**config.mk**
```make
export PLATFORM = sky130hd
export DESIGN_NAME = rate_generator_timer
export DESIGN_NICKNAME = d
export VERILOG_FILES = /design/src/logic/rate_timer_pkg.sv /design/src/logic/tick_divider.sv /design/src/logic/count_latch.sv /design/src/logic/rate_generator_timer.sv
export VERILOG_INCLUDE_DIRS = /design/src /design/src/logic
export SDC_FILE = /design/constraint.sdc
export NUM_CORES = 1
export LEC_CHECK = 0
export ABC_CLOCK_PERIOD_IN_PS = 2700
export BUFFER_PORTS_ARGS = -buffer_cell sky130_fd_sc_hd__buf_2
export CAP_MARGIN = 20
export CELL_PAD_IN_SITES_DETAIL_PLACEMENT = 0
export CELL_PAD_IN_SITES_GLOBAL_PLACEMENT = 1
export CORE_AREA = 2 2 116 107
export DETAILED_ROUTE_END_ITERATION = 16
export DIE_AREA = 0 0 118 109
export PLACE_DENSITY_LB_ADDON = 0.1
export SKIP_CTS_REPAIR_TIMING = 1
export SYNTH_ARGS = -nofsm -noshare
export SYNTH_HDL_FRONTEND = slang
export SYNTH_SLANG_ARGS = --single-unit
```
**constraint.sdc**
```tcl
create_clock -name clk -period 2.7 [get_ports clk]
set_input_delay 0.135 -clock clk [delete_from_list [all_inputs] [get_ports clk]]
set_output_delay 0.135 -clock clk [all_outputs]
set_load 0.01 [all_outputs]
```
**src/logic/rate_timer_params.svh**
```systemverilog
// Constants for the rate generator timer: offsets, fields, reset values, divider counts
`ifndef RATE_TIMER_PARAMS_SVH
`define RATE_TIMER_PARAMS_SVH

// Register addresses on the plain register port
`define RT_ADDR_COUNT      8'h40   // Counter data register, byte wide
`define RT_ADDR_CONTROL    8'h43   // Control word register
`define RT_ADDR_STATUS     8'h44   // Sticky event status, write one to clear
`define RT_ADDR_MASK       8'h45   // Event mask for the level interrupt

// Control word fields
`define RT_CW_SEL_HI       7       // Counter select, ignored (only one counter)
`define RT_CW_SEL_LO       6
`define RT_CW_RW_HI        5       // Access field
`define RT_CW_RW_LO        4
`define RT_CW_RW_LATCH     2'h0
`define RT_CW_RW_LSB       2'h1
`define RT_CW_RW_MSB       2'h2
`define RT_CW_RW_WORD      2'h3
`define RT_CW_MODE_FIXED   3'h2    // Rate generator mode, hardwired

// Status and mask bits
`define RT_EV_TERMINAL     0       // Count reached one
`define RT_EV_LOADED       1       // Initial count loaded into counter
`define RT_EV_W            2

// Reset values
`define RT_RST_COUNT       16'h0000
`define RT_RST_MASK        2'h0
`define RT_RST_BYTE        8'h00

// Count values around the end of a period
`define RT_TERM_COUNT      16'h0001 // Count at which the request stands
`define RT_PRE_TERM        16'h0002 // Count whose tick raises the request

// Divider: short and long steps, last inner and outer sequence positions
`define RT_DIV_SHORT       27
`define RT_DIV_LONG        28
`define RT_INNER_LAST      2
`define RT_OUTER_LAST      34
`define RT_EXTRA_INNER     2       // Inner position of the last outer step that is short

`endif

```
**src/logic/rate_timer_pkg.sv**
```systemverilog
// Types shared by the rate generator timer modules
package rate_timer_pkg;

   // Byte access state, Gray coded along latch, low, high, word
   typedef enum logic [1:0] {
      ACC_LATCH = 2'h0,
      ACC_LSB   = 2'h1,
      ACC_MSB   = 2'h3,
      ACC_WORD  = 2'h2
   } access_t;

   // One register port request
   typedef struct packed {
      logic [7:0] addr;    // Register address
      logic [7:0] wdata;   // Write data
      logic       write;   // One cycle write strobe
      logic       read;    // One cycle read strobe
   } reg_req_t;

   // Divider state
   typedef struct packed {
      logic [4:0] cnt;     // Clocks in the current step
      logic [1:0] inner;   // Inner sequence position
      logic [5:0] outer;   // Outer sequence position
      logic       tick;    // One clock tick pulse
   } div_state_t;

   // Output latch state
   typedef struct packed {
      logic        held;   // Frozen by a latch command
      logic [15:0] value;  // Latch contents
   } latch_state_t;

endpackage

```
**src/logic/tick_divider.sv**
```systemverilog
// Free running divider producing the count tick from a fixed sequence of short and long steps
`timescale 1ns/100ps
`include "rate_timer_params.svh"

module tick_divider #(
   parameter int SHORT_DIV = `RT_DIV_SHORT,
   parameter int LONG_DIV  = `RT_DIV_LONG
) (
   input  wire logic clk,
   input  wire logic reset_n,
   output logic      tick
);

   // Refuse step lengths that the five bit counter cannot hold
   if (SHORT_DIV < 2 || LONG_DIV > 32 || LONG_DIV != SHORT_DIV + 1) begin
      $error("tick_divider: unsupported step lengths");
   end

   localparam int SHORT_GAP = SHORT_DIV; // Clocks from a short step start to its tick

   rate_timer_pkg::div_state_t s_r;   // Registered state
   rate_timer_pkg::div_state_t s_nxt; // Next state
   logic [4:0]                 stepLast; // Last count of the current step

   // Pick the step length from the sequence position; runs with no enable
   always_comb begin
      s_nxt = s_r;
      s_nxt.tick = 1'b0;
      if (s_r.inner == 2'h0 ||
          (s_r.outer == 6'(`RT_OUTER_LAST) && s_r.inner == 2'(`RT_EXTRA_INNER))) begin
         stepLast = 5'(SHORT_DIV - 1);
      end else begin
         stepLast = 5'(LONG_DIV - 1);
      end
      if (s_r.cnt == stepLast) begin
         s_nxt.cnt = 5'h00;
         s_nxt.tick = 1'b1;
         if (s_r.inner == 2'(`RT_INNER_LAST)) begin
            s_nxt.inner = 2'h0;
            s_nxt.outer = (s_r.outer == 6'(`RT_OUTER_LAST)) ? 6'h00 : s_r.outer + 6'h01;
         end else begin
            s_nxt.inner = s_r.inner + 2'h1;
         end
      end else begin
         s_nxt.cnt = s_r.cnt + 5'h01;
      end
   end

   // State register
   always_ff @(posedge clk or negedge reset_n) begin
      if (!reset_n) begin
         s_r <= '0;
      end else begin
         s_r <= s_nxt;
      end
   end

   assign tick = s_r.tick;

   // Gap between ticks, checked against the step lengths
   logic [5:0] gap_r;
   always_ff @(posedge clk or negedge reset_n) begin
      if (!reset_n) begin
         gap_r <= 6'h00;
      end else begin
         gap_r <= s_r.tick ? 6'h01 : gap_r + 6'h01;
      end
   end

   AST_TICK_GAP: assert property (@(posedge clk) disable iff (!reset_n)
      s_r.tick && gap_r != 6'h00 && s_r.outer != 6'h00
      |-> gap_r == 6'(SHORT_DIV) || gap_r == 6'(LONG_DIV))
      else $error("tick spacing not a short or long step");
   AST_SEQ_WRAP: assert property (@(posedge clk) disable iff (!reset_n)
      s_r.cnt == stepLast && s_r.inner == 2'(`RT_INNER_LAST)
      && s_r.outer == 6'(`RT_OUTER_LAST) |=> s_r.outer == 6'h00 && s_r.inner == 2'h0)
      else $error("divider sequence did not wrap");
   AST_SHORT_STEP: assert property (@(posedge clk) disable iff (!reset_n)
      s_r.inner == 2'h0 && s_r.cnt == 5'h00 |-> ##SHORT_GAP s_r.tick)
      else $error("first inner step not short");
   COV_DIV_WRAP: cover property (@(posedge clk) disable iff (!reset_n)
      s_r.tick && s_r.outer == 6'h00 && s_r.inner == 2'h0);

endmodule

```
**src/logic/count_latch.sv**
```systemverilog
// Output latch: follows the count, or holds it from a latch command until unlatch, raised by a high byte read or a byte access control word
`timescale 1ns/100ps

module count_latch #(
   parameter int COUNT_W = 16
) (
   input  wire logic               clk,
   input  wire logic               reset_n,
   input  wire logic [COUNT_W-1:0] liveCount,
   input  wire logic               latchCmd,
   input  wire logic               unlatch,
   output logic [COUNT_W-1:0]      latchValue,
   output logic                    held
);

   // Only a two byte count is served
   if (COUNT_W != 16) begin
      $error("count_latch: only a 16 bit count is supported");
   end

   rate_timer_pkg::latch_state_t s_r;   // Registered state
   rate_timer_pkg::latch_state_t s_nxt; // Next state

   // A latch command freezes the value; unlatch (high byte read or byte access control word) releases it
   always_comb begin
      s_nxt = s_r;
      if (latchCmd && !s_r.held) begin
         s_nxt.held = 1'b1;
         s_nxt.value = liveCount;
      end else if (unlatch) begin
         s_nxt.held = 1'b0;
         s_nxt.value = liveCount;
      end else if (!s_r.held) begin
         s_nxt.value = liveCount;
      end
   end

   // State register
   always_ff @(posedge clk or negedge reset_n) begin
      if (!reset_n) begin
         s_r <= '0;
      end else begin
         s_r <= s_nxt;
      end
   end

   assign latchValue = s_r.value;
   assign held = s_r.held;

   AST_HOLD_STABLE: assert property (@(posedge clk) disable iff (!reset_n)
      s_r.held && !unlatch |=> $stable(s_r.value))
      else $error("latched count changed while held");
   COV_LATCH_RELEASE: cover property (@(posedge clk) disable iff (!reset_n)
      s_r.held ##[1:20] unlatch);

endmodule

```
**src/logic/rate_generator_timer.sv**
```systemverilog
// Single counter timer fixed in rate generator mode, with byte access and event interrupt
`timescale 1ns/100ps
`include "rate_timer_params.svh"

module rate_generator_timer #(
   parameter int COUNT_W = 16
) (
   input  wire logic                     clk,
   input  wire logic                     reset_n,
   input  wire rate_timer_pkg::reg_req_t busReq,
   output logic [7:0]                    busRdata,
   output logic                          timerIrq,
   output logic                          intReq
);

   // The byte access paths assume exactly two bytes of count
   if (COUNT_W != 16) begin
      $error("rate_generator_timer: only a 16 bit count is supported");
   end

   // Data paths in short:
   // the divider runs free and hands out a tick;
   // a written count loads, then steps once a tick;
   // the output latch trails the count by a clock,
   // or freezes it for one low and high byte pair;
   // reads are registered and stand for one cycle;
   // events set sticky bits, masked onto intReq.
   // Limitation: an unlatched word read can tear
   // when a borrow falls between the two byte reads.

   // Whole block state
   typedef struct packed {
      rate_timer_pkg::access_t access; // Current byte access state
      logic                    ctrlSeen;  // A control word has been written
      logic                    writeHigh; // Next word write is the high byte
      logic                    readHigh;  // Next word read is the high byte
      logic [COUNT_W-1:0]      initCount; // Initial count as written
      logic                    loadPending; // Load counter on next clock
      logic                    enabled;   // Counter running
      logic [COUNT_W-1:0]      count;     // Running count
      logic                    irqPulse;  // Request to interrupt control
      logic [`RT_EV_W-1:0]     status;    // Sticky events
      logic [`RT_EV_W-1:0]     mask;      // Event enables
      logic                    intReq;    // Level interrupt
      logic [7:0]              rdata;     // Read data, one cycle after strobe
   } timer_state_t;

   timer_state_t       s_r;        // Registered state
   timer_state_t       s_nxt;      // Next state
   logic               tick;       // Divider tick
   logic [COUNT_W-1:0] latchValue; // Output latch contents
   logic               latchHeld;  // Output latch frozen
   logic               latchCmd;   // Latch command this cycle
   logic               latchRel;   // High byte of a held value read, or a control word with a byte access
   logic               loadDone;   // Count load event
   logic               termEvent;  // Count reached one

   // Map the access field of a control word onto the access state
   function automatic rate_timer_pkg::access_t decodeAccess(input logic [1:0] rw);
      case (rw)
         `RT_CW_RW_LSB:  decodeAccess = rate_timer_pkg::ACC_LSB;
         `RT_CW_RW_MSB:  decodeAccess = rate_timer_pkg::ACC_MSB;
         `RT_CW_RW_WORD: decodeAccess = rate_timer_pkg::ACC_WORD;
         default:        decodeAccess = rate_timer_pkg::ACC_LATCH;
      endcase
   endfunction

   // Access field as it reads back in the control register
   function automatic logic [1:0] encodeAccess(input rate_timer_pkg::access_t acc);
      case (acc)
         rate_timer_pkg::ACC_LSB:  encodeAccess = `RT_CW_RW_LSB;
         rate_timer_pkg::ACC_MSB:  encodeAccess = `RT_CW_RW_MSB;
         rate_timer_pkg::ACC_WORD: encodeAccess = `RT_CW_RW_WORD;
         default:                  encodeAccess = `RT_CW_RW_LATCH;
      endcase
   endfunction

   // Write strobe aimed at one register address
   function automatic logic writesTo(input rate_timer_pkg::reg_req_t req,
                                     input logic [7:0]               addr);
      writesTo = req.write && req.addr == addr;
   endfunction

   // Divider: free running from reset
   tick_divider #(
      .SHORT_DIV (`RT_DIV_SHORT),
      .LONG_DIV  (`RT_DIV_LONG)
   ) divider (
      .clk     (clk),
      .reset_n (reset_n),
      .tick    (tick)
   );

   // Output latch, fed with the running count
   count_latch #(
      .COUNT_W (COUNT_W)
   ) outLatch (
      .clk        (clk),
      .reset_n    (reset_n),
      .liveCount  (s_r.count),
      .latchCmd   (latchCmd),
      .unlatch    (latchRel),
      .latchValue (latchValue),
      .held       (latchHeld)
   );

   // Next state: register port, count load, decrement, events
   always_comb begin
      s_nxt = s_r;
      latchCmd = 1'b0;
      latchRel = 1'b0;
      loadDone = 1'b0;
      termEvent = 1'b0;
      s_nxt.irqPulse = 1'b0;

      // Control word: counter select and mode are hardwired, only access is taken
      if (writesTo(busReq, `RT_ADDR_CONTROL)) begin
         s_nxt.access = decodeAccess(busReq.wdata[`RT_CW_RW_HI:`RT_CW_RW_LO]);
         s_nxt.ctrlSeen = 1'b1;
         s_nxt.writeHigh = 1'b0;
         s_nxt.readHigh = 1'b0;
         if (busReq.wdata[`RT_CW_RW_HI:`RT_CW_RW_LO] == `RT_CW_RW_LATCH) begin
            latchCmd = 1'b1;
         end else begin
            // Byte states read the live count, so drop any freeze
            latchRel = 1'b1;
         end
      end

      // Initial count write in the selected byte order
      if (writesTo(busReq, `RT_ADDR_COUNT)) begin
         case (s_r.access)
            // Single byte states clear the other byte
            rate_timer_pkg::ACC_LSB: begin
               s_nxt.initCount = {8'h00, busReq.wdata};
               s_nxt.loadPending = s_r.ctrlSeen;
            end
            rate_timer_pkg::ACC_MSB: begin
               s_nxt.initCount = {busReq.wdata, 8'h00};
               s_nxt.loadPending = s_r.ctrlSeen;
            end
            rate_timer_pkg::ACC_WORD: begin
               if (s_r.writeHigh) begin
                  s_nxt.initCount[15:8] = busReq.wdata;
                  s_nxt.writeHigh = 1'b0;
                  s_nxt.loadPending = s_r.ctrlSeen;
               end else begin
                  s_nxt.initCount[7:0] = busReq.wdata;
                  s_nxt.writeHigh = 1'b1;
               end
            end
            default: begin
               // Writes in the latch state carry no count and are dropped
            end
         endcase
      end

      // Read data; only the counter has byte ordering side effects
      s_nxt.rdata = `RT_RST_BYTE;
      if (busReq.read) begin
         case (busReq.addr)
            `RT_ADDR_COUNT: begin
               case (s_r.access)
                  rate_timer_pkg::ACC_LSB: s_nxt.rdata = latchValue[7:0];
                  rate_timer_pkg::ACC_MSB: s_nxt.rdata = latchValue[15:8];
                  default: begin
                     // Latch and word states: low byte first, then high
                     s_nxt.rdata = s_r.readHigh ? latchValue[15:8] : latchValue[7:0];
                     s_nxt.readHigh = !s_r.readHigh;
                     latchRel = s_r.readHigh && latchHeld;
                  end
               endcase
            end
            `RT_ADDR_CONTROL: begin
               s_nxt.rdata = {2'h0, encodeAccess(s_r.access), `RT_CW_MODE_FIXED, 1'b0};
            end
            `RT_ADDR_STATUS: s_nxt.rdata = 8'(s_r.status);
            `RT_ADDR_MASK:   s_nxt.rdata = 8'(s_r.mask);
            default:         s_nxt.rdata = `RT_RST_BYTE;
         endcase
      end

      // Count: load wins over a tick, so a fresh count always starts whole
      if (s_r.loadPending) begin
         s_nxt.count = s_r.initCount;
         s_nxt.enabled = 1'b1;
         s_nxt.loadPending = 1'b0;
         loadDone = 1'b1;
      end else if (s_r.enabled && tick) begin
         // A count of one reloads on every tick and never raises a request
         if (s_r.count == `RT_TERM_COUNT) begin
            s_nxt.count = s_r.initCount;
         end else begin
            s_nxt.count = s_r.count - 16'h0001;
            // Request stands in the clock in which the count reads one
            if (s_r.count == `RT_PRE_TERM) begin
               s_nxt.irqPulse = 1'b1;
               termEvent = 1'b1;
            end
         end
      end

      // Sticky events: a set in the same cycle as a clear wins
      if (writesTo(busReq, `RT_ADDR_STATUS)) begin
         s_nxt.status = s_r.status & ~busReq.wdata[`RT_EV_W-1:0];
      end
      if (writesTo(busReq, `RT_ADDR_MASK)) begin
         s_nxt.mask = busReq.wdata[`RT_EV_W-1:0];
      end
      s_nxt.status[`RT_EV_TERMINAL] = s_nxt.status[`RT_EV_TERMINAL] | termEvent;
      s_nxt.status[`RT_EV_LOADED] = s_nxt.status[`RT_EV_LOADED] | loadDone;
      s_nxt.intReq = |(s_nxt.status & s_nxt.mask);
   end

   // State register; counter starts disabled
   always_ff @(posedge clk or negedge reset_n) begin
      if (!reset_n) begin
         s_r <= '0;
         s_r.access <= rate_timer_pkg::ACC_WORD;
         s_r.count <= `RT_RST_COUNT;
         s_r.mask <= `RT_RST_MASK;
      end else begin
         s_r <= s_nxt;
      end
   end

   assign busRdata = s_r.rdata;
   assign timerIrq = s_r.irqPulse;
   assign intReq = s_r.intReq;

   // Checks beside the logic

   AST_CTRL_ACCESS: assert property (@(posedge clk) disable iff (!reset_n)
      busReq.write && busReq.addr == `RT_ADDR_CONTROL
      |=> s_r.access == decodeAccess($past(busReq.wdata[`RT_CW_RW_HI:`RT_CW_RW_LO])))
      else $error("access state does not follow control word");
   AST_LATCH_LOW_FIRST: assert property (@(posedge clk) disable iff (!reset_n)
      latchHeld && s_r.access == rate_timer_pkg::ACC_LATCH && !s_r.readHigh
      && busReq.read && busReq.addr == `RT_ADDR_COUNT |=> busRdata == $past(latchValue[7:0]))
      else $error("latched read did not return low byte first");
   AST_MSB_READ: assert property (@(posedge clk) disable iff (!reset_n)
      s_r.access == rate_timer_pkg::ACC_MSB && busReq.read && busReq.addr == `RT_ADDR_COUNT
      |=> busRdata == $past(latchValue[15:8]) && !latchHeld)
      else $error("high byte read wrong");
   AST_STAYS_OFF: assert property (@(posedge clk) disable iff (!reset_n)
      !s_r.enabled && !s_r.loadPending |=> !s_r.enabled && !timerIrq)
      else $error("counter ran before a count was written");
   AST_LOAD_NEXT: assert property (@(posedge clk) disable iff (!reset_n)
      s_r.loadPending |=> s_r.enabled && s_r.count == $past(s_r.initCount))
      else $error("count not loaded on next clock");
   AST_IRQ_ONE_CLOCK: assert property (@(posedge clk) disable iff (!reset_n)
      $rose(timerIrq) |-> s_r.count == 16'h0001 ##1 !timerIrq)
      else $error("request not a single clock at count one");
   AST_RELOAD: assert property (@(posedge clk) disable iff (!reset_n)
      s_r.enabled && tick && !s_r.loadPending && s_r.count == 16'h0001
      |=> s_r.count == $past(s_r.initCount))
      else $error("counter did not reload");
   AST_DECREMENT: assert property (@(posedge clk) disable iff (!reset_n)
      s_r.enabled && !s_r.loadPending && s_r.count != 16'h0001
      |=> s_r.count == ($past(tick) ? $past(s_r.count) - 16'h0001 : $past(s_r.count)))
      else $error("counter step not one per tick");
   AST_INT_LEVEL: assert property (@(posedge clk) disable iff (!reset_n)
      $rose(timerIrq) && s_r.mask[`RT_EV_TERMINAL] |-> intReq)
      else $error("unmasked event did not raise interrupt");

   // Register port and byte path checks
   AST_RDATA_IDLE: assert property (@(posedge clk) disable iff (!reset_n)
      !busReq.read |=> busRdata == `RT_RST_BYTE)
      else $error("read data not idle after a cycle with no read");
   AST_MODE_FIXED: assert property (@(posedge clk) disable iff (!reset_n)
      busReq.read && busReq.addr == `RT_ADDR_CONTROL |=> busRdata[3:1] == `RT_CW_MODE_FIXED)
      else $error("mode field of control word not fixed");
   AST_UNLATCH: assert property (@(posedge clk) disable iff (!reset_n)
      writesTo(busReq, `RT_ADDR_CONTROL)
      && busReq.wdata[`RT_CW_RW_HI:`RT_CW_RW_LO] != `RT_CW_RW_LATCH |=> !latchHeld)
      else $error("byte access state left the count frozen");
   AST_LATCH_TAKE: assert property (@(posedge clk) disable iff (!reset_n)
      latchCmd && !latchHeld |=> latchHeld && latchValue == $past(s_r.count))
      else $error("latch command did not freeze the count");
   AST_HIGH_FREES: assert property (@(posedge clk) disable iff (!reset_n)
      latchHeld && s_r.readHigh && busReq.read && busReq.addr == `RT_ADDR_COUNT
      |=> !latchHeld)
      else $error("high byte read did not release the latch");
   AST_LSB_WRITE: assert property (@(posedge clk) disable iff (!reset_n)
      writesTo(busReq, `RT_ADDR_COUNT) && s_r.access == rate_timer_pkg::ACC_LSB
      |=> s_r.initCount == {8'h00, $past(busReq.wdata)})
      else $error("low byte write did not clear the high byte");
   AST_NO_EARLY_LOAD: assert property (@(posedge clk) disable iff (!reset_n)
      writesTo(busReq, `RT_ADDR_COUNT) && !s_r.ctrlSeen |=> !s_r.loadPending)
      else $error("count write before a control word armed a load");
   AST_SET_WINS: assert property (@(posedge clk) disable iff (!reset_n)
      termEvent |=> s_r.status[`RT_EV_TERMINAL])
      else $error("terminal event lost to a clear");

   COV_IRQ: cover property (@(posedge clk) disable iff (!reset_n) timerIrq);
   COV_WORD_LOAD: cover property (@(posedge clk) disable iff (!reset_n)
      s_r.access == rate_timer_pkg::ACC_WORD && s_r.loadPending);
   COV_LATCH_CMD: cover property (@(posedge clk) disable iff (!reset_n) latchCmd);

endmodule

```
==> insert_results.sql <==
INSERT INTO impl_metrics (metric_group, metric, value, unit) VALUES
('clock_tree', 'worst_setup_hold_path_clk_slew', '0.07', 'ns'),
('layout', 'fin_cells', '630', ''),
('routing', 'wl', '11730', 'microns'),
('clock_tree', 'cts.root.buffer_cell', 'clkbuf_16', ''),
('placement', 'dp_cells', '613', ''),
('clock_tree', 'cts_buffers', '9', ''),
('worst_setup_path', 'critPathMaxStageDelay', '0.60', 'ns'),
('sta', 'hold-worst-slack', '0.04636', 'ns'),
('worst_setup_path', 'worst-setup-path-type', 'reg -> reg', ''),
('routing', 'route.detailed.vias_per_inst', '5.448', ''),
('synth', 'fraction_of_synthesis_flops_using_an_asynchronous_set_or_reset_pin', '100.0', '%'),
('synth', 'postSynth.topFlopCell', 'dfrtp_1', ''),
('clock_tree', 'cts_tree', 'done', ''),
('synth', 'post_synth_fa_ha_maj_area_fraction', '3.566', '%'),
('synth', 'syn_area', '4562', 'sq um'),
('worst_setup_path', 'cp_cell_sequence', 'inv_1, ha_1, or2_0, o311ai_4, buf_4, mux2_2', ''),
('sta', 'slew_headroom', '44.67', '%'),
('min_path', 'holdCritStartpoint', 'busReq[9]', ''),
('clock_tree', 'cts_sinks', '84', ''),
('layout', 'num_antenna_cells', '0', ''),
('synth', 'dominant_combinational_cell_family_by_area_after_synthesis', 'simple AND/OR/NAND/NOR gates', ''),
('sta', 'timing.fmax', '436.7', 'MHz'),
('sta', 'rsz0062_at_grt', 'false', ''),
('routing', 'routed-via-count', '3432', ''),
('floorplanning', 'die_height', '109', 'microns'),
('routing', 'post_drt_wl_per_cell', '18.61', 'microns'),
('placement', 'postPlaceCellArea', '4860', 'sq um'),
('worst_setup_path', 'data_required_time_at_the_worst_endpoint', '2.92', 'ns'),
('worst_setup_path', 'cp_top_family', 'flip-flops', ''),
('routing', 'drt_pass1_iterations', '5', ''),
('pwr', 'power.static_leakage', '0.002504', 'uW'),
('worst_setup_path', 'timing.critical_path.fanout_max', '16', ''),
('synth', 'yosysWarnings', '0', ''),
('worst_setup_path', 'worstReg2RegStart', 's_r[52]', ''),
('synth', 'synth_cells', '440', ''),
('floorplanning', 'floorplan.initialDensity', '38.85', '%'),
('layout', 'final_nets', '498', ''),
('synth', 'synth_nets', '473', ''),
('global_route', 'gr-usage-all-layers', '19.00', '%'),
('clock_tree', 'clk_path_buf_depth', '2', ''),
('synth', 'postSynthRegisterBits', '84', ''),
('synth', 'synth-simple-area-share', '19.42', '%'),
('synth', 'synth_xor_area_share', '0.9600', '%'),
('worst_setup_path', 'worst_path_max_delay_cell', 'dfstp_2', ''),
('job', 'cap_violations', '0', ''),
('floorplanning', 'rows', '38', ''),
('synth', 'synth_compound_area_share', '15.14', '%'),
('pwr', 'power.density', '560.6', 'nW/um^2'),
('layout', 'final_util', '44.36', '%'),
('synth', 'synth_sequential_area_ratio', '46.11', '%'),
('sta', 'setup_viol', '0', ''),
('global_route', 'vias_in_the_first_global_route', '3325', ''),
('synth', 'synth_cell_types', '69', ''),
('sta', 'tightestPinTransition', '0.8224', 'ns'),
('routing', 'drc', '0', ''),
('synth', 'syn-mean-instance-area', '10.37', 'sq um'),
('routing', 'final_antenna_net_count', '0', ''),
('synth', 'multiplexer_fraction_of_the_synthesized_cell_area', '8.832', '%'),
('floorplanning', 'floorplan.core_area', '11740', 'sq um'),
('clock_tree', 'worst_skew_pair_later_pin_latency', '0.34', 'ns'),
('sta', 'slew_viol_final', '0', ''),
('placement', 'place_hpwl', '8481', 'microns'),
('run_status', 'status', 'finished, final reports clean', ''),
('worst_setup_path', 'worstSetupStartpointType', 'register', ''),
('sta', 'min_period', '2.290', 'ns'),
('synth', 'synth-edff-count', '0', ''),
('pwr', 'vdd.ir_drop.worst', '0.4586', 'mV'),
('sta', 'clock_skew', '0.007072', 'ns'),
('floorplanning', 'die_area', '12860', 'sq um'),
('global_route', 'grt_max_degree', '85', ''),
('placement', 'final_weighted_congestion_in_routability_driven_placement', '0.8190', '');
## cell usage in the layout, fill, tap and decap left out, types with 5 or more instances in the layout
cell	instances
dfrtp_1	83
inv_1	36
nand2_1	32
buf_2	28
mux2i_1	20
o21ai_0	19
mux2_2	18
nor2_1	16
a21oi_1	14
nor3_1	14
ha_1	13
buf_4	10
nand2b_1	9
clkbuf_16	9
nand4_1	8
nor3b_1	7
a31oi_1	7
and3_1	7
nand3_1	6
a211o_1	5
a221o_1	5
## path summary, 6_finish.rpt
check | to | slack, ns | cells past startpoint
setup / recovery | outLatch.latchValue[6] | 0.41 | 6
hold / removal | s_r[39] | 0.05 | 3
setup reg to reg | outLatch.latchValue[6] | 0.41 | 6
hold reg to reg | s_r[50] | 0.46 | 1
max in group asynchronous | s_r[52] | 1.93 | 3
min in group asynchronous | s_r[18] | 0.37 | 3
## sequential cells by signal (all words and copies together) (netlist names)
register             count
timerIrq                 1
divider.tick             1
outLatch.latchValue     16
s_r                     43
divider.s_r             13
intReq                   1
busRdata                 8
outLatch.held            1
## through the flow
step	worst slack, ns	total power, uW
floorplan	0.5486	1421
global placement	0.5200	1516
global route	0.3141	3035
CTS	0.4203	2957
detailed placement	0.4274	1517
finish	0.4100	2921
## cells in the mapped netlist (9+ instances only)
cell type,n,share of area [%]
nor2_1,16,1.3
ha_1,13,3.6
mux2_2,18,4.4
nor3_1,14,1.5
nand2b_1,9,1.2
mux2i_1,20,4.4
dfrtp_1,83,46
a21oi_1,14,1.5
o21ai_0,19,2.1
nand2_1,32,2.6
clkbuf_1,12,0.99
inv_1,36,3.0
## power breakdown
part           internal [uW]  switching, uW  leakage, uW
sequential              1280           19.9      0.00105
combinational           70.4            122      0.00129
clock                    906            523     0.000163
total                   2260            665      0.00250
## final cells by class
type / instances / area (sq um)
inverters: 36 / 135.1
repair buffers: 40 / 245.2
multi-input cells: 294 / 2186
clock inverters: 6 / 111.4
fillers: 1143 / 6534
well taps: 160 / 200.2
clock buffers: 10 / 229.0
flip-flops and latches: 84 / 2103
## per-layer routing
metal / GRT usage, % / vias up / wire length (microns)
met1: 27.71 / 1680 / 5984
met3: 3.452 / 18 / 532
met4: 5.508 / 0 / 164
li1: - / 1657 / -
met5: 0 / - / 0
met2: 28.99 / 77 / 5046
## worst reg2reg max path, cell delays in order, from the launching register on
cell and delay (ns):
dfstp_2 0.60, inv_1 0.10, ha_1 0.23, or2_0 0.34, o311ai_4 0.24, buf_4 0.28
mux2_2 0.39
## cells by family (layout without fill, tap and decap cells)
kind of cell / Yosys count / after routing
xor gates and xnor gates: 5 / 5
buffers and inverters: 62 / 92
and+or+nand+nor: 144 / 144
DFF: 84 / 84
AOI/OAI and AO/OA: 94 / 94
adders and majority gates: 13 / 13
muxes: 38 / 38
(Power assumes the default switching activity.)
